## src/hrosc_map.svh

```systemverilog
// constants for the hard reset and output state control
`ifndef HROSC_MAP_SVH
`define HROSC_MAP_SVH
`define HROSC_RST_MIN_CYC      50
`define HROSC_CLK_AFTER_CYC    10
`define HROSC_CLK_BEFORE_CYC   10
`define HROSC_FIRST_CMD_CYC    100
`define HROSC_CNT_W            8
`define HROSC_GPIO_W           4
`define HROSC_DOUT_W           16
`define HROSC_SAMPLE_CYC       4
`endif

```

## src/hrosc_pkg.sv

```systemverilog
// types for the hard reset and output state control
package hrosc_pkg;
    typedef enum logic [2:0] {
        ST_RESET,
        ST_SAMPLE,
        ST_DEFAULT,
        ST_STANDBY,
        ST_RUN
    } hrosc_state_e;
    typedef enum logic [2:0] {
        H_IDLE,
        H_ASSERT,
        H_HOLD,
        H_PRE,
        H_WAIT,
        H_READY
    } hrosc_host_e;
endpackage : hrosc_pkg

```

## src/hrosc_if.sv

```systemverilog
// link between host controller and the device end
`timescale 1ns/100ps
interface hrosc_if;
    logic        reset_n;
    logic        ref_clock_in;
    logic        serial_start;
    logic        slave_addr_select;
    logic        frame_sync;
    logic        standby;
    logic        test_reset_n;
    logic        sensor_frame_valid;
    logic        sensor_line_valid;
    logic        sensor_pixel_clock;
    logic [3:0]  gpio_in;
    logic        sensor_reset_n_out;
    logic        sensor_reset_n_oe_n;
    logic        frame_valid_out;
    logic        line_valid_out;
    logic        pixel_clock_out;
    logic [15:0] video_data_out;
    logic        video_oe_n;
    logic [3:0]  gpio_out;
    logic [3:0]  gpio_oe_n;
    logic        trigger_out;
    logic        trigger_oe_n;
    modport device (
        input  reset_n, ref_clock_in, serial_start, slave_addr_select, frame_sync, standby,
        input  test_reset_n, sensor_frame_valid, sensor_line_valid, sensor_pixel_clock,
        input  gpio_in,
        output sensor_reset_n_out, sensor_reset_n_oe_n, frame_valid_out, line_valid_out,
        output pixel_clock_out, video_data_out, video_oe_n, gpio_out, gpio_oe_n,
        output trigger_out, trigger_oe_n
    );
    modport host (
        output reset_n, ref_clock_in, serial_start, slave_addr_select, frame_sync, standby,
        output test_reset_n, sensor_frame_valid, sensor_line_valid, sensor_pixel_clock,
        output gpio_in,
        input  sensor_reset_n_out, sensor_reset_n_oe_n, frame_valid_out, line_valid_out,
        input  pixel_clock_out, video_data_out, video_oe_n, gpio_out, gpio_oe_n,
        input  trigger_out, trigger_oe_n
    );
endinterface : hrosc_if

```

## src/hrosc_device.sv

```systemverilog
// device end: reset entry and exit, output pin states
// Behaviour
// - reset held while reset input low
// - all outputs floated during reset
// - host clocks ten cycles after assert
// - host clocks ten cycles before release
// - no serial command before 100 cycles
// - sensor reset low, high after release
// - video outputs float, driven if used
// - upper gpio sampled, float until release, driven if used
// - host holds inputs at valid levels
// - host keeps test reset negated
// - serial soft reset restarts sequence
// - power-on reset acts as hard reset
`timescale 1ns/100ps
`include "hrosc_map.svh"
module hrosc_device #(
    parameter int SAMPLE_CYC = `HROSC_SAMPLE_CYC
) (
    hrosc_if.device                       lnk,
    input  wire logic                     core_clk,
    input  wire logic                     nrst,
    input  wire logic                     soft_reset_req,
    input  wire logic                     fw_release_sensor,
    input  wire logic                     video_used,
    input  wire logic                     stream_en,
    input  wire logic                     trigger_used,
    input  wire logic [15:0]              video_data,
    input  wire logic                     video_fv,
    input  wire logic                     video_lv,
    input  wire logic [3:0]               gpio_drive,
    input  wire logic [3:0]               gpio_used,
    output logic      [3:0]               boot_config,
    output logic                          boot_config_valid,
    output logic                          in_reset
);
    // reset synchroniser, por clears it
    logic [1:0] rst_sync;
    logic       int_rst_n;
    always_ff @(posedge core_clk or negedge lnk.reset_n) begin
        if (!lnk.reset_n) begin
            rst_sync <= 2'h0;
        end else if (!nrst) begin
            rst_sync <= 2'h0;
        end else begin
            rst_sync <= {rst_sync[0], 1'b1};
        end
    end
    assign int_rst_n = rst_sync[1];
    assign in_reset  = ~int_rst_n;

    // frame sync input, three stages
    logic [2:0] fs_sync;
    logic [2:0] next_fs_sync;
    logic       fs_level;
    logic       next_fs_level;
    always_comb begin
        next_fs_sync  = {fs_sync[1:0], lnk.frame_sync};
        next_fs_level = fs_level;
        if (fs_sync[1] == fs_sync[2]) begin
            next_fs_level = fs_sync[2];
        end
    end
    always_ff @(posedge core_clk) begin
        if (!int_rst_n) begin
            fs_sync  <= 3'h0;
            fs_level <= 1'b0;
        end else begin
            fs_sync  <= next_fs_sync;
            fs_level <= next_fs_level;
        end
    end

    // standby input, three stages
    logic [2:0] sb_sync;
    logic [2:0] next_sb_sync;
    logic       sb_level;
    logic       next_sb_level;
    always_comb begin
        next_sb_sync  = {sb_sync[1:0], lnk.standby};
        next_sb_level = sb_level;
        if (sb_sync[1] == sb_sync[2]) begin
            next_sb_level = sb_sync[2];
        end
    end
    always_ff @(posedge core_clk) begin
        if (!int_rst_n) begin
            sb_sync  <= 3'h0;
            sb_level <= 1'b0;
        end else begin
            sb_sync  <= next_sb_sync;
            sb_level <= next_sb_level;
        end
    end

    // gpio strap sampling, three stages
    logic [3:0] gp_s1, gp_s2, gp_s3;
    always_ff @(posedge core_clk) begin
        gp_s1 <= lnk.gpio_in;
        gp_s2 <= gp_s1;
        gp_s3 <= gp_s2;
    end

    // state machine
    hrosc_pkg::hrosc_state_e state;
    hrosc_pkg::hrosc_state_e next_state;
    logic [`HROSC_CNT_W-1:0] cnt;
    logic [`HROSC_CNT_W-1:0] next_cnt;
    logic [3:0]              next_boot_config;
    logic                    next_boot_config_valid;
    always_comb begin
        next_state             = state;
        next_cnt               = cnt;
        next_boot_config       = boot_config;
        next_boot_config_valid = boot_config_valid;
        case (state)
            hrosc_pkg::ST_RESET: begin
                next_state = hrosc_pkg::ST_SAMPLE;
                next_cnt   = '0;
            end
            hrosc_pkg::ST_SAMPLE: begin
                next_cnt = cnt + 1'b1;
                if (gp_s2 == gp_s3 && cnt >= (`HROSC_CNT_W)'(SAMPLE_CYC)) begin
                    next_boot_config       = gp_s3;
                    next_boot_config_valid = 1'b1;
                    next_state             = hrosc_pkg::ST_DEFAULT;
                end
            end
            hrosc_pkg::ST_DEFAULT: begin
                if (fw_release_sensor) begin
                    next_state = hrosc_pkg::ST_STANDBY;
                end
            end
            hrosc_pkg::ST_STANDBY: begin
                if (!sb_level && (stream_en || fs_level)) begin
                    next_state = hrosc_pkg::ST_RUN;
                end
            end
            hrosc_pkg::ST_RUN: begin
                if (sb_level || !stream_en) begin
                    next_state = hrosc_pkg::ST_STANDBY;
                end
            end
            default: begin
                next_state = hrosc_pkg::ST_RESET;
            end
        endcase
        if (soft_reset_req) begin
            next_state             = hrosc_pkg::ST_RESET;
            next_boot_config_valid = 1'b0;
        end
    end
    always_ff @(posedge core_clk) begin
        if (!int_rst_n) begin
            state             <= hrosc_pkg::ST_RESET;
            cnt               <= '0;
            boot_config       <= 4'h0;
            boot_config_valid <= 1'b0;
        end else begin
            state             <= next_state;
            cnt               <= next_cnt;
            boot_config       <= next_boot_config;
            boot_config_valid <= next_boot_config_valid;
        end
    end

    // output pin registers
    logic        released;
    logic        next_released;
    logic        vid_oe;
    logic        next_vid_oe;
    logic        fv_q, lv_q, pclk_q;
    logic        next_fv_q, next_lv_q, next_pclk_q;
    logic [15:0] vd_q;
    logic [15:0] next_vd_q;
    logic [3:0]  gp_q, gp_oe;
    logic [3:0]  next_gp_q, next_gp_oe;
    logic        trg_q, trg_oe;
    logic        next_trg_q, next_trg_oe;
    logic        active;
    always_comb begin
        active        = (state == hrosc_pkg::ST_STANDBY) || (state == hrosc_pkg::ST_RUN);
        next_released = active;
        next_vid_oe   = active && video_used;
        next_fv_q     = (state == hrosc_pkg::ST_RUN) && video_fv;
        next_lv_q     = (state == hrosc_pkg::ST_RUN) && video_lv;
        next_pclk_q   = (state == hrosc_pkg::ST_RUN) ? ~pclk_q : 1'b0;
        next_vd_q     = (state == hrosc_pkg::ST_RUN) ? video_data : 16'h0000;
        next_gp_oe    = active ? gpio_used : 4'h0;
        next_gp_q     = gpio_drive;
        next_trg_oe   = active && trigger_used;
        next_trg_q    = fs_level && active;
    end
    always_ff @(posedge core_clk) begin
        if (!int_rst_n) begin
            released <= 1'b0;
            vid_oe   <= 1'b0;
            fv_q     <= 1'b0;
            lv_q     <= 1'b0;
            pclk_q   <= 1'b0;
            vd_q     <= 16'h0000;
            gp_q     <= 4'h0;
            gp_oe    <= 4'h0;
            trg_q    <= 1'b0;
            trg_oe   <= 1'b0;
        end else begin
            released <= next_released;
            vid_oe   <= next_vid_oe;
            fv_q     <= next_fv_q;
            lv_q     <= next_lv_q;
            pclk_q   <= next_pclk_q;
            vd_q     <= next_vd_q;
            gp_q     <= next_gp_q;
            gp_oe    <= next_gp_oe;
            trg_q    <= next_trg_q;
            trg_oe   <= next_trg_oe;
        end
    end

    // pins float while reset is held
    assign lnk.sensor_reset_n_out  = released;
    assign lnk.sensor_reset_n_oe_n = ~int_rst_n;
    assign lnk.frame_valid_out     = fv_q;
    assign lnk.line_valid_out      = lv_q;
    assign lnk.pixel_clock_out     = pclk_q;
    assign lnk.video_data_out      = vd_q;
    assign lnk.video_oe_n          = ~(int_rst_n && vid_oe);
    assign lnk.gpio_out            = gp_q;
    assign lnk.gpio_oe_n           = ~(gp_oe & {4{int_rst_n}});
    assign lnk.trigger_out         = trg_q;
    assign lnk.trigger_oe_n        = ~(int_rst_n && trg_oe);
endmodule : hrosc_device

```

## src/flat_wrapper.sv

```systemverilog
// flat-port wrapper written by rule: the top's interface ports become plain ports
module hrosc_device_flat 
#(
    parameter int SAMPLE_CYC = `HROSC_SAMPLE_CYC
)
  (core_clk, nrst, soft_reset_req, fw_release_sensor, video_used, stream_en, trigger_used, video_data, video_fv, video_lv, gpio_drive, gpio_used, boot_config, boot_config_valid, in_reset, lnk_reset_n, lnk_ref_clock_in, lnk_serial_start, lnk_slave_addr_select, lnk_frame_sync, lnk_standby, lnk_test_reset_n, lnk_sensor_frame_valid, lnk_sensor_line_valid, lnk_sensor_pixel_clock, lnk_gpio_in, lnk_sensor_reset_n_out, lnk_sensor_reset_n_oe_n, lnk_frame_valid_out, lnk_line_valid_out, lnk_pixel_clock_out, lnk_video_data_out, lnk_video_oe_n, lnk_gpio_out, lnk_gpio_oe_n, lnk_trigger_out, lnk_trigger_oe_n);
  hrosc_if lnk_i ();
  input  wire logic core_clk;
  input  wire logic nrst;
  input  wire logic soft_reset_req;
  input  wire logic fw_release_sensor;
  input  wire logic video_used;
  input  wire logic stream_en;
  input  wire logic trigger_used;
  input  wire logic [15:0] video_data;
  input  wire logic video_fv;
  input  wire logic video_lv;
  input  wire logic [3:0] gpio_drive;
  input  wire logic [3:0] gpio_used;
  output logic      [3:0] boot_config;
  output logic boot_config_valid;
  output logic in_reset;
  input wire logic [$bits(lnk_i.reset_n)-1:0] lnk_reset_n;
  input wire logic [$bits(lnk_i.ref_clock_in)-1:0] lnk_ref_clock_in;
  input wire logic [$bits(lnk_i.serial_start)-1:0] lnk_serial_start;
  input wire logic [$bits(lnk_i.slave_addr_select)-1:0] lnk_slave_addr_select;
  input wire logic [$bits(lnk_i.frame_sync)-1:0] lnk_frame_sync;
  input wire logic [$bits(lnk_i.standby)-1:0] lnk_standby;
  input wire logic [$bits(lnk_i.test_reset_n)-1:0] lnk_test_reset_n;
  input wire logic [$bits(lnk_i.sensor_frame_valid)-1:0] lnk_sensor_frame_valid;
  input wire logic [$bits(lnk_i.sensor_line_valid)-1:0] lnk_sensor_line_valid;
  input wire logic [$bits(lnk_i.sensor_pixel_clock)-1:0] lnk_sensor_pixel_clock;
  input wire logic [$bits(lnk_i.gpio_in)-1:0] lnk_gpio_in;
  output wire logic [$bits(lnk_i.sensor_reset_n_out)-1:0] lnk_sensor_reset_n_out;
  output wire logic [$bits(lnk_i.sensor_reset_n_oe_n)-1:0] lnk_sensor_reset_n_oe_n;
  output wire logic [$bits(lnk_i.frame_valid_out)-1:0] lnk_frame_valid_out;
  output wire logic [$bits(lnk_i.line_valid_out)-1:0] lnk_line_valid_out;
  output wire logic [$bits(lnk_i.pixel_clock_out)-1:0] lnk_pixel_clock_out;
  output wire logic [$bits(lnk_i.video_data_out)-1:0] lnk_video_data_out;
  output wire logic [$bits(lnk_i.video_oe_n)-1:0] lnk_video_oe_n;
  output wire logic [$bits(lnk_i.gpio_out)-1:0] lnk_gpio_out;
  output wire logic [$bits(lnk_i.gpio_oe_n)-1:0] lnk_gpio_oe_n;
  output wire logic [$bits(lnk_i.trigger_out)-1:0] lnk_trigger_out;
  output wire logic [$bits(lnk_i.trigger_oe_n)-1:0] lnk_trigger_oe_n;
  assign lnk_i.reset_n = lnk_reset_n;
  assign lnk_i.ref_clock_in = lnk_ref_clock_in;
  assign lnk_i.serial_start = lnk_serial_start;
  assign lnk_i.slave_addr_select = lnk_slave_addr_select;
  assign lnk_i.frame_sync = lnk_frame_sync;
  assign lnk_i.standby = lnk_standby;
  assign lnk_i.test_reset_n = lnk_test_reset_n;
  assign lnk_i.sensor_frame_valid = lnk_sensor_frame_valid;
  assign lnk_i.sensor_line_valid = lnk_sensor_line_valid;
  assign lnk_i.sensor_pixel_clock = lnk_sensor_pixel_clock;
  assign lnk_i.gpio_in = lnk_gpio_in;
  assign lnk_sensor_reset_n_out = lnk_i.sensor_reset_n_out;
  assign lnk_sensor_reset_n_oe_n = lnk_i.sensor_reset_n_oe_n;
  assign lnk_frame_valid_out = lnk_i.frame_valid_out;
  assign lnk_line_valid_out = lnk_i.line_valid_out;
  assign lnk_pixel_clock_out = lnk_i.pixel_clock_out;
  assign lnk_video_data_out = lnk_i.video_data_out;
  assign lnk_video_oe_n = lnk_i.video_oe_n;
  assign lnk_gpio_out = lnk_i.gpio_out;
  assign lnk_gpio_oe_n = lnk_i.gpio_oe_n;
  assign lnk_trigger_out = lnk_i.trigger_out;
  assign lnk_trigger_oe_n = lnk_i.trigger_oe_n;
  hrosc_device #(.SAMPLE_CYC(SAMPLE_CYC)) u_core (.lnk(lnk_i), .core_clk(core_clk), .nrst(nrst), .soft_reset_req(soft_reset_req), .fw_release_sensor(fw_release_sensor), .video_used(video_used), .stream_en(stream_en), .trigger_used(trigger_used), .video_data(video_data), .video_fv(video_fv), .video_lv(video_lv), .gpio_drive(gpio_drive), .gpio_used(gpio_used), .boot_config(boot_config), .boot_config_valid(boot_config_valid), .in_reset(in_reset));
endmodule
```

## config.mk

```make
export PLATFORM = sky130hd
export DESIGN_NAME = hrosc_device_flat
export DESIGN_NICKNAME = d
export VERILOG_FILES = /design/src/hrosc_pkg.sv /design/src/hrosc_if.sv /design/src/hrosc_device.sv /design/src/flat_wrapper.sv
export VERILOG_INCLUDE_DIRS = /design/src /design/src/src
export SDC_FILE = /design/constraint.sdc
export NUM_CORES = 1
export LEC_CHECK = 0
export BUFFER_PORTS_ARGS = -buffer_cell sky130_fd_sc_hd__clkbuf_2
export CAP_MARGIN = 25
export CORE_MARGIN = 4
export CORE_UTILIZATION = 48
export DETAILED_ROUTE_END_ITERATION = 6
export GPL_TIMING_DRIVEN = 0
export PLACE_DENSITY = 0.77
export SYNTH_ARGS = -nofsm -noshare
export SYNTH_HDL_FRONTEND = slang
export SYNTH_SLANG_ARGS = --single-unit
```

## constraint.sdc

```tcl
create_clock -name core_clk -period 1.9 [get_ports core_clk]
set_clock_uncertainty 0.15 [all_clocks]
set_input_delay 0.38 -clock core_clk [delete_from_list [all_inputs] [get_ports core_clk]]
set_output_delay 0.38 -clock core_clk [all_outputs]
set_load 0.005 [all_outputs]
```

==> key figures, run 1 <==
Pwr
  • Peak VDD IR: roughly 0.65 mV
  • LEAKAGE: 1.37 nW
  • Pwr/cell area: 879 nW/um^2

STA
  • Least-Margin Pin Slew: roughly 0.36 ns
  • Period utilization: 95.4%
  • Slew Limit Fails: 0
  • Fin. Hold Viols: 0
  • WHS: 0.0737 ns
  • Endpoints failing setup: 0
  • Time the worst path needs with I/O delays and setup: 1.81 ns
  • TNS Setup: 0 ns
  • Highest Clock Rate: 552 MHz
  • Worst relative slew slack: 76.1%

Floorplan
  • Horiz. Die Dim: 77.0 microns
  • Std-Cell Rows: 24
  • Die footprint: 5930 sq um
  • Area of the core: ~4500 sq um
  • Starting Density: 51.1%
  • I/O pin total: 85
  • Die Y: 77.0 microns

Setup path
  • Critical path buffers and inverters: 3
  • Worst Path Arrival: ~1.3 ns
  • Reg2reg start: u_core.state[1]$_SDFFE_PP0P_
  • Required time of the critical path: 1.37 ns
  • Worst setup endpoint: lnk_trigger_oe_n
  • Reg2Reg Depth: 5
  • Slowest stage delay, CP: 0.42 ns
  • End of the worst register-to-register path: u_core.boot_config[3]$_SDFFE_PN0P_
  • CP max-delay cell: dfrtp_1
  • Flop-to-flop setup slack: approximately 0.21 ns
  • Path type of the worst setup path: reg2out
  • Crit-path max FO: 10
  • CP top delay family: buffers and inverters
  • CP Capture Type: primary output
  • Worst Setup SP: u_core.rst_sync[1]$_DFF_PN0_
  • Critical path depth in cells: 4
  • CP Launch Type: flip-flop
  • Critical Path, Cell by Cell: buf_6 -> clkbuf_4 -> nand2_1 -> clkbuf_2

Clocking
  • CTS root buffer: clkbuf_8
  • Number of buffers created by CTS: 9
  • CTS HTree Levels: 3
  • Clock sink count: just under 70
  • Clk Latency, worst-skew pair: 0.35 ns
  • TritonCTS clock tree: built
  • Reg clk slew, reported paths: approximately 0.07 ns
  • Clock tree buffer depth: 2

Drt
  • Vias/cell: 4.80
  • Initial DRC count: 93
  • Detail Route Antenna Nets: 0
  • Final wirelength: 4.72 mm
  • Via Count: ~1800
  • # DRC: 0
  • Wire per inst: 12.5 microns
  • DRT Pass-1 Iters: 4

GRT
  • Largest net degree at the start of global routing: 15
  • Overall Global Routing Usage: 17.4%
  • Initial antenna violation count: 0
  • Global-route wire length before repair: 8.06 mm
  • Gr ovfl total: 0
  • Vias in the first global route: 1810

Synth
  • Top area cells in the synthesized netlist: dfxtp_1 59%, and2_1 5.7%, and3_1 4.9%
  • Synthesized netlist net count: between 200 and 300
  • Top cell type by total area after synthesis: dfxtp_1
  • Synthesized area per cell: between 10 and 15 sq um
  • Sequential area share after synthesis: a little over 60%
  • Top FF cell, synth: dfxtp_1
  • Cell count after synthesis: 225
  • Count of cell types in the netlist: 38
  • Top cell type's share of synthesized area: 58.6%
  • Async SR Flop Fraction: 2.90%
  • FF+latch count, synth: 69
  • Syn. warnings: 0
  • Count of flip-flops with a built-in enable after synthesis: 0
  • Synthesized area: about 2300 sq um

Layout
  • # diodes: 0
  • Area grow syn2layout: 31.6%
  • Layout cells sized above 1: 32.8%
  • Final core occ: 67.3%
  • Final net count: 370
  • Commonest non-fill, non-tap cell in the layout: clkbuf_2
  • Commonest cells after routing, fill and taps aside: 78 x clkbuf_2, 67 x dfxtp_1, 28 x nand2_1

Outcome
  • Outcome: finished, final reports clean

Placed design
  • Gpl congestion: 0.862
  • DP Wirelength: 3.41 mm
  • # port buffers: 77

Run
  • Max-cap viol count: 0

Min path
  • Hold Path Class: in2reg
sequential cells by signal (all words and copies together) (netlist names):
name,count
u_core.boot_config,4
u_core.boot_config_valid,1
u_core.cnt,8
u_core.fs_level,1
u_core.fs_sync,3
u_core.gp_oe,4
u_core.gp_s1,4
u_core.gp_s2,4
u_core.gp_s3,4
u_core.lnk.frame_valid_out,1
u_core.lnk.gpio_out,4
u_core.lnk.line_valid_out,1
u_core.lnk.pixel_clock_out,1
u_core.lnk.sensor_reset_n_out,1
u_core.lnk.trigger_out,1
u_core.lnk.video_data_out,16
u_core.rst_sync,2
u_core.sb_level,1
u_core.sb_sync,3
u_core.state,3
u_core.trg_oe,1
u_core.vid_oe,1
layer usage:
metal	global-route usage [%]	routed length [microns]	vias to the layer above
met4	8.54	103	0
met5	0	0	-
met3	7.38	256	10
li1	-	-	942
met2	29.4	2430	36
met1	18.7	1930	827
worst min-delay path by stage:
stage	to	start	depth (start not counted)
after CTS	u_core.state[2]$_SDFFE_PP0P_	soft_reset_req	2
after global placement	u_core.rst_sync[1]$_DFF_PN0_	lnk_reset_n	1
after global routing	u_core.state[2]$_SDFFE_PP0P_	soft_reset_req	2
after detailed placement	u_core.rst_sync[1]$_DFF_PN0_	lnk_reset_n	1
final	u_core.state[2]$_SDFFE_PP0P_	soft_reset_req	2
after floorplan	u_core.rst_sync[0]$_DFF_PN0_	lnk_reset_n	0
worst register-to-register path, stage by stage (launching register included):
cell and delay [ns]:
dfxtp_1 0.30, buf_2 0.15, nor2_1 0.22, nand2_1 0.18, nor3_4 0.37, mux2i_1 0.25
metrics by stage:
step / cells / power, W / setup WS (ns) / instance area, sq um
2_1_floorplan: 225 / 0.00155 / 0.432 / 2290
3_3_place_gp: 354 / 0.00161 / 0.0568 / 2740
3_5_place_dp: 354 / 0.00161 / 0.0692 / 2740
4_1_cts: 375 / 0.00265 / -0.0135 / 2980
5_1_grt: 378 / 0.00276 / -0.0196 / 3010
6_report: 378 / 0.00265 / 0.0876 / 3010
logic make-up after synthesis:
kind of cell               count (synthesis)  synth area share (%)
muxes                                      4                  1.75
adders and majority gates                  2                  1.09
AOI/OAI and AO/OA                         31                  8.21
buffers and inverters                     18                  3.39
DFF                                       69                  60.8
and+or+nand+nor                           97                  23.2
xor gates and xnor gates                   4                  1.53
final cells by class:
type / instances / area [sq um]
inverter: 6 / 26.3
tap: 52 / 65.1
sequential: 69 / 1390
clock buffer: 11 / 141
multi-input combinational: 138 / 818
buffer: 11 / 62.6
fill: 358 / 1470
clock inverter: 5 / 36.3
timing repair buffer: 86 / 468
synth_stat cells (4+ instances only):
master and instances:
nand3_1 4, a21oi_1 11, clkbuf_1 6, o21ai_0 7, dfxtp_1 67, and3_1 18, mux2i_1 4, inv_1 6
nor4_1 4, buf_2 4, nand2_1 28, nor2_1 6, and2_1 21, nor3_1 4
power by group:
group | total [W] | internal, W | leakage [nW] | switching (W)
Combinational | 0.000111 | 0.0000629 | 0.723 | 0.0000485
Clock | 0.00105 | 0.000508 | 0.0815 | 0.000546
Sequential | 0.00148 | 0.00147 | 0.570 | 0.0000116
timing repair:
item,CTS,global route
hold buffers,6,0
gates cloned,0,0
setup buffers,0,3
resized for setup,3,5
hold endpoints to repair,7,0
setup endpoints to repair,8,7
pin swaps,0,0
No activity file was read; power rests on OpenSTA's default activity.
==> run 2, diff against run 1 <==
- ABC_AREA: unset -> 1
==> run 2 against run 1 <==
Net effect: die area increased by 3.3%; total power increased by 16%; clock power increased by 36%; cell area increased by 5.1%; maximum frequency decreased by 1.4%; count of clock-buffer cells in the layout unchanged; hold slack got worse by 0.039 ns; routed wire length decreased by 6.4%; synthesized cell count increased by 27%; flip-flop and latch count unchanged; worst setup slack got worse by 0.027 ns; first-iteration DRC count decreased by 16%.
==> key figures, run 2 <==
GRT
  • Gr ovfl total: 0 (unchanged)
  • Overall Global Routing Usage: 15.6% (-1.9 points)
  • Global-route wire length before repair: 7.53 mm (-6.6%)
  • Initial antenna violation count: 0 (unchanged)
  • Vias in the first global route: 1834 (+1.3%)
  • Largest net degree at the start of global routing: 13 (-2)

Drt
  • Final wirelength: 4.42 mm (-6.4%)
  • Via Count: 1965 (+8.3%)
  • DRT Pass-1 Iters: 4 (unchanged)
  • # DRC: 0 (unchanged)
  • Initial DRC count: 78 (-16%)
  • Detail Route Antenna Nets: 0 (unchanged)
  • Wire per inst: 9.78 microns (-22%)
  • Vias/cell: 4.35 (-9.5%)

Synth
  • Cell count after synthesis: 285 (+27%)
  • FF+latch count, synth: 69 (unchanged)
  • Count of cell types in the netlist: 27 (-29%)
  • Top post-synthesis cells by count: 67 x dfxtp_1, 56 x inv_1, 47 x nand2_1
  • Top cell type's share of synthesized area: 56.5% (-2.1 points)
  • Synthesized area per cell: 8.32 sq um (-18%)
  • Synthesized netlist net count: 334 (+22%)
  • Top area cells in the synthesized netlist: dfxtp_1 57%, inv_1 8.9%, nand2_1 7.4%
  • Syn. warnings: 0 (unchanged)
  • Async SR Flop Fraction: 2.90% (unchanged)
  • Count of flip-flops with a built-in enable after synthesis: 0 (unchanged)
  • Count leader, synth: dfxtp_1
  • Sequential area share after synthesis: 58.6% (-2.2 points)
  • Top FF cell, synth: dfxtp_1
  • Top cell type by total area after synthesis: dfxtp_1
  • Synthesized area: 2370 sq um (+3.7%)

Setup path
  • Worst Setup SP: u_core.rst_sync[1]$_DFF_PN0_
  • CP max-delay cell: dfrtp_1
  • CP Capture Type: primary output
  • Required time of the critical path: 1.37 ns (about the same)
  • Critical Path, Cell by Cell: buf_2 -> inv_1 -> buf_6 -> buf_4 -> clkbuf_2
  • Crit-path max FO: 11 (+1)
  • Critical path depth in cells: 5 (+1)
  • Reg2reg start: u_core.state[1]$_SDFFE_PP0P_
  • Path type of the worst setup path: reg2out
  • Critical path buffers and inverters: 5 (+2)
  • Slowest stage delay, CP: 0.36 ns (-0.06 ns)
  • CP top delay family: buffers and inverters
  • Reg2Reg Depth: 5 (unchanged)
  • CP Launch Type: flip-flop
  • Flop-to-flop setup slack: 0.43 ns (+0.22 ns)
  • Worst setup endpoint: lnk_sensor_reset_n_oe_n
  • End of the worst register-to-register path: u_core.gp_oe[0]$_SDFF_PN0_
  • Worst Path Arrival: 1.31 ns (+0.03 ns)

STA
  • Period utilization: 96.8% (+1.4 points)
  • TNS Setup: 0 ns (unchanged)
  • Highest Clock Rate: 544 MHz (-1.4%)
  • Endpoints failing setup: 0 (unchanged)
  • Time the worst path needs with I/O delays and setup: 1.84 ns (+0.0267 ns)
  • Fin. Hold Viols: 0 (unchanged)
  • Slew Limit Fails: 0 (unchanged)
  • Worst relative slew slack: 63.2% (-13 points)
  • WHS: 0.0344 ns (-0.0393 ns)
  • Least-Margin Pin Slew: 0.548 ns (+0.190 ns)

Min path
  • Hold Path Class: in2reg

Pwr
  • Clock group share of total power: 46.8% (+7.0 points)
  • Int Pwr: 0.00246 W (+20%)
  • Peak VDD IR: 0.965 mV (+48%)
  • Pwr/cell area: 967 nW/um^2 (+9.9%)
  • LEAKAGE: 1.62 nW (+18%)
  • Switching power: 0.000602 W (-0.65%)
  • Logic pwr share: 4.7% (+0.5 points)
  • Flop pwr share: 48.5% (-7.5 points)
  • Sw Share: 19.7% (-3.2 points)
  • Power, Total: 0.00306 W (+16%)

Layout
  • Commonest cells after routing, fill and taps aside: 78 x clkbuf_2, 67 x dfxtp_1, 56 x inv_1
  • Commonest non-fill, non-tap cell in the layout: clkbuf_2
  • Final net count: 429 (+16%)
  • Fin area: 3160 sq um (+5.1%)
  • # diodes: 0 (unchanged)
  • Non-Filler Instances: 452 (+20%)
  • Layout cells sized above 1: 29.6% (-3.2 points)
  • Area grow syn2layout: 33.3%
  • Max reg flops: 16 (unchanged)

Floorplan
  • Die Y: 78.3 microns (+1.6%)
  • Die footprint: 6130 sq um (+3.3%)
  • Std-Cell Rows: 25 (+4.2%)
  • I/O pin total: 85 (unchanged)
  • Area of the core: 4750 sq um (+6.3%)
  • Starting Density: 49.9% (-1.2 points)
  • Horiz. Die Dim: 78.3 microns (+1.6%)

Placed design
  • Gpl congestion: 0.794 (-8.0%)
  • Placement Cell Area: 2840 sq um (+3.8%)
  • # port buffers: 77 (unchanged)
  • DP Wirelength: 3.29 mm (-3.6%)
  • DP Cell Count: 429 (+21%)

Clocking
  • TritonCTS clock tree: built
  • Clock tree buffer depth: 2 (unchanged)
  • CTS HTree Levels: 3 (unchanged)
  • Clk Latency, worst-skew pair: 0.33 ns (-0.02 ns)
  • CTS root buffer: clkbuf_8
  • Clock sink count: 69 (unchanged)
  • Reg clk slew, reported paths: 0.07 ns (about the same)
  • Number of buffers created by CTS: 9 (unchanged)

Run
  • Max-cap viol count: 0 (unchanged)

Outcome
  • Outcome: finished, final reports clean
## run 2: logic make-up after synthesis
family | count (synthesis) | synth area share [%]
flops | 69 | 58.7
simple gates | 115 | 22.1
buf+inv | 67 | 10.9
compound gates | 32 | 7.28
fa+ha+maj | 2 | 1.05
## run 2: layout make-up
class	count	area, sq um
fillers	399	1590
flip-flops and latches	69	1390
multi-input cells	149	722
repair buffers	84	450
inverters	61	229
clock buffers	11	141
clock inverters	5	108
well taps	67	83.8
plain buffers	6	37.5
## run 2: timing repair
item                                    in CTS  in global routing
setup buffers                                0                  2
endpoints found under the hold margin        6                  0
endpoints found under the setup margin       7                  1
gates resized for setup                      2                  1
hold buffers                                 5                  0
## run 2: power groups by stage
stage	Clock [W]	Combinational (W)	Sequential, W
2_1_floorplan	0	0.0000722	0.00151
3_3_place_gp	0	0.000129	0.00151
3_5_place_dp	0	0.000131	0.00152
4_1_cts	0.00147	0.000141	0.00148
5_1_grt	0.00152	0.000164	0.00148
6_report	0.00143	0.000143	0.00148
## run 2: worst min-delay path by stage
stage / from / depth (start not counted) / slack (ns) / to
3_3_place_gp: lnk_reset_n / 1 / 0.02 / u_core.rst_sync[0]$_DFF_PN0_
3_5_place_dp: lnk_reset_n / 1 / 0.02 / u_core.rst_sync[0]$_DFF_PN0_
6_report: nrst / 1 / 0.03 / u_core.rst_sync[0]$_DFF_PN0_
2_1_floorplan: lnk_reset_n / 0 / -0.07 / u_core.rst_sync[0]$_DFF_PN0_
5_1_grt: nrst / 1 / 0.03 / u_core.rst_sync[0]$_DFF_PN0_
4_1_cts: nrst / 1 / 0.01 / u_core.rst_sync[0]$_DFF_PN0_
## run 2: routing by layer
layer | vias to the layer above | global-route usage (%) | routed length (microns)
li1 | 1047 | - | -
met2 | 57 | 27.7 | 2170
met5 | - | 0 | 0
met4 | 0 | 7.87 | 91
met1 | 851 | 16.1 | 1820
met3 | 10 | 5.50 | 340
## run 2: through the flow
stage                     setup WS (ns)  utilization (%)
after detailed placement          0.251             59.8
after CTS                        0.0104             66.1
final                            0.0609             66.5
after global routing           -0.00485             66.5
after global placement            0.293             59.8
after floorplan                   0.527                -
==> run 3, diff against run 2 <==
- CELL_PAD_IN_SITES_DETAIL_PLACEMENT: unset -> 0
- CELL_PAD_IN_SITES_GLOBAL_PLACEMENT: unset -> 1
- CORE_UTILIZATION: 48 -> 35
==> run 3 against run 2 <==
Net effect: utilization is 17 points lower; worst setup slack better by 0.040 ns; final cell count increased by 2.2%; largest power group unchanged; critical endpoint unchanged; cell area rose by 0.51%; non-clock buffer count is the same; critical path depth is the same.
==> key figures, run 3 (same netlist as run 2, synthesis figures left out) <==
Placed design
  • Gpl congestion: 0.751 (-5.3%)
  • Placement Cell Area: 2850 sq um (+0.44%)
  • DP Wirelength: 3.41 mm (+3.5%)
  • # port buffers: 77 (unchanged)
  • Dpl ws: 0.236 ns (-0.0155 ns)

Drt
  • Final wirelength: 4.78 mm (+8.1%)
  • Wire per inst: 10.3 microns (+5.7%)
  • Vias/cell: 4.26 (-2.1%)
  • Detail Route Antenna Nets: 0 (unchanged)
  • Via Count: 1966 (+0.051%)
  • Initial DRC count: 81 (+3.8%)
  • # DRC: 0 (unchanged)
  • DRT Pass-1 Iters: 4 (unchanged)

STA
  • Fin. Hold Viols: 0 (unchanged)
  • Time the worst path needs with I/O delays and setup: 1.80 ns (-0.0398 ns)
  • WHS: 0.0661 ns (+0.0317 ns)
  • Worst relative slew slack: 62.3% (-0.88 points)
  • RSZ-0062 raised after global routing: false
  • TNS Setup: 0 ns (unchanged)
  • Highest Clock Rate: 556 MHz (+2.2%)
  • Period utilization: 94.7% (-2.1 points)
  • Least-Margin Pin Slew: 0.561 ns (+0.0132 ns)
  • Final setup margin: 0.101 ns (+0.0398 ns)
  • Slew Limit Fails: 0 (unchanged)
  • Endpoints failing setup: 0 (unchanged)

GRT
  • Largest net degree at the start of global routing: 14 (+1)
  • Global-route wire length before repair: 8.00 mm (+6.3%)
  • Gr ovfl total: 0 (unchanged)
  • Vias in the first global route: 1824 (-0.55%)
  • Overall Global Routing Usage: 12.2% (-3.4 points)
  • Initial antenna violation count: 0 (unchanged)

Floorplan
  • Die Y: 90.3 microns (+15%)
  • Horiz. Die Dim: 90.3 microns (+15%)
  • I/O pin total: 85 (unchanged)
  • Area of the core: 6460 sq um (+36%)
  • Std-Cell Rows: 29 (+16%)
  • Starting Density: 36.7% (-13 points)
  • Die footprint: 8160 sq um (+33%)

Setup path
  • Critical path buffers and inverters: 5 (unchanged)
  • CP max-delay cell: dfrtp_1
  • Reg2Reg Depth: 5 (unchanged)
  • CP top delay family: buffers and inverters
  • Reg2reg start: u_core.state[1]$_SDFFE_PP0P_
  • Most numerous cell on the critical path: buf_4
  • Slowest stage delay, CP: 0.36 ns (about the same)
  • CP Launch Type: flip-flop
  • Critical Path, Cell by Cell: buf_4 -> inv_4 -> buf_6 -> buf_4 -> clkbuf_2
  • Worst Path Arrival: 1.27 ns (-0.04 ns)
  • Crit-path max FO: 8 (-3)
  • Path type of the worst setup path: reg2out
  • CP Capture Type: primary output
  • Critical path depth in cells: 5 (unchanged)
  • Required time of the critical path: 1.37 ns (about the same)
  • Worst Setup SP: u_core.rst_sync[1]$_DFF_PN0_

Layout
  • Fin area: 3180 sq um (+0.51%)
  • Area grow syn2layout: 34.0%
  • Max reg flops: 16 (unchanged)
  • # diodes: 0 (unchanged)
  • Final net count: 429 (unchanged)
  • Layout cells sized above 1: 29.9% (+0.26 points)
  • Sequential cell area: 1390 sq um (unchanged)
  • Commonest cells after routing, fill and taps aside: 77 x clkbuf_2, 67 x dfxtp_1, 55 x inv_1
  • Fill cells: 657 (+65%)
  • Commonest non-fill, non-tap cell in the layout: clkbuf_2
  • Area of the multi-input gates: 722 sq um (unchanged)

Pwr
  • Clock group share of total power: 47.0% (+0.2 points)
  • Int Pwr: 0.00242 W (-1.3%)
  • Flop pwr share: 48.2% (-0.3 points)
  • LEAKAGE: 1.62 nW (about the same)
  • Pwr/cell area: 967 nW/um^2 (about the same)
  • Switching power: 0.000650 W (+8.0%)
  • Power, Total: 0.00307 W (+0.53%)
  • Logic pwr share: 4.8% (about the same)
  • Peak VDD IR: 0.476 mV (-51%)
  • Sw Share: 21.1% (+1.5 points)

Run
  • Max-cap viol count: 0 (unchanged)

Min path
  • Worst hold stages: 3 (+2)
  • Hold Path Class: in2reg
  • Hold Startpoint: lnk_standby

Clocking
  • CTS root buffer: clkbuf_8
  • Clock sink count: 69 (unchanged)
  • Number of buffers created by CTS: 9 (unchanged)
  • Clk Latency, worst-skew pair: 0.34 ns (about the same)
  • TritonCTS clock tree: built
  • Clock tree buffer depth: 2 (unchanged)
  • Reg clk slew, reported paths: 0.08 ns (about the same)
  • Postcts setup bufs: 0 (unchanged)
  • CTS HTree Levels: 3 (unchanged)

Outcome
  • Outcome: finished, final reports clean
## run 3: worst register-to-register path, delay by kind of cell (launching register included)
| kind | cells | cell delay (ns) |
|---|---|---|
| compound gates | 1 | 0.48 |
| flops | 1 | 0.37 |
| simple gates | 3 | 0.26 |
| buf+inv | 1 | 0.10 |
## run 3: repair_timing
| item | in CTS | in global routing |
|---|---|---|
| endpoints found under the hold margin | 6 | 1 |
| gates cloned | 0 | 1 |
| resized for setup | 3 | 7 |
| setup endpoints to repair | 7 | 7 |
| hold buffers | 5 | 1 |
## run 3: layout make-up
class                           instances  area share [%]
Tap cell                               77            3.03
Inverter                               61            7.28
Clock inverter                          7            3.82
Buffer                                  6            1.34
Multi-Input combinational cell        149            22.7
Timing Repair Buffer                   84            14.2
Sequential cell                        69            43.8
Clock buffer                            9            3.90
## run 3: path summary, 6_finish.rpt
| path | end | slack, ns |
|---|---|---|
| worst max-delay path | lnk_sensor_reset_n_oe_n | 0.10 |
| worst min-delay path | u_core.sb_sync[0]$_SDFF_PN0_ | 0.07 |
| worst max register to register | u_core.gp_oe[1]$_SDFF_PN0_ | 0.41 |
| worst min register to register | u_core.gp_s2[3]$_DFF_P_ | 0.18 |
| max in group asynchronous | u_core.rst_sync[1]$_DFF_PN0_ | 1.30 |
| min in group asynchronous | u_core.rst_sync[0]$_DFF_PN0_ | 0.20 |
## run 3: power by group through the flow
stage / clock network [W] / logic [W] / registers [W]
2_1_floorplan: 0 / 0.0000722 / 0.00151
3_3_place_gp: 0 / 0.000132 / 0.00151
3_5_place_dp: 0 / 0.000133 / 0.00152
4_1_cts: 0.00148 / 0.000143 / 0.00148
5_1_grt: 0.00156 / 0.000169 / 0.00149
6_report: 0.00144 / 0.000147 / 0.00148
## run 3: routing by layer
layer | global-route usage, % | wire [microns] | up-vias
met5 | 0 | 0 | -
met4 | 4.59 | 74 | 0
met3 | 7.50 | 537 | 7
met2 | 17.9 | 1990 | 74
met1 | 14.4 | 2170 | 837
li1 | - | - | 1048
## run 3: through the flow
step                util (%)  instances
finish                  49.2        462
global route            49.2        462
CTS                     48.9        460
detailed placement      44.2        439
global placement        44.2        439
floorplan                  -        285
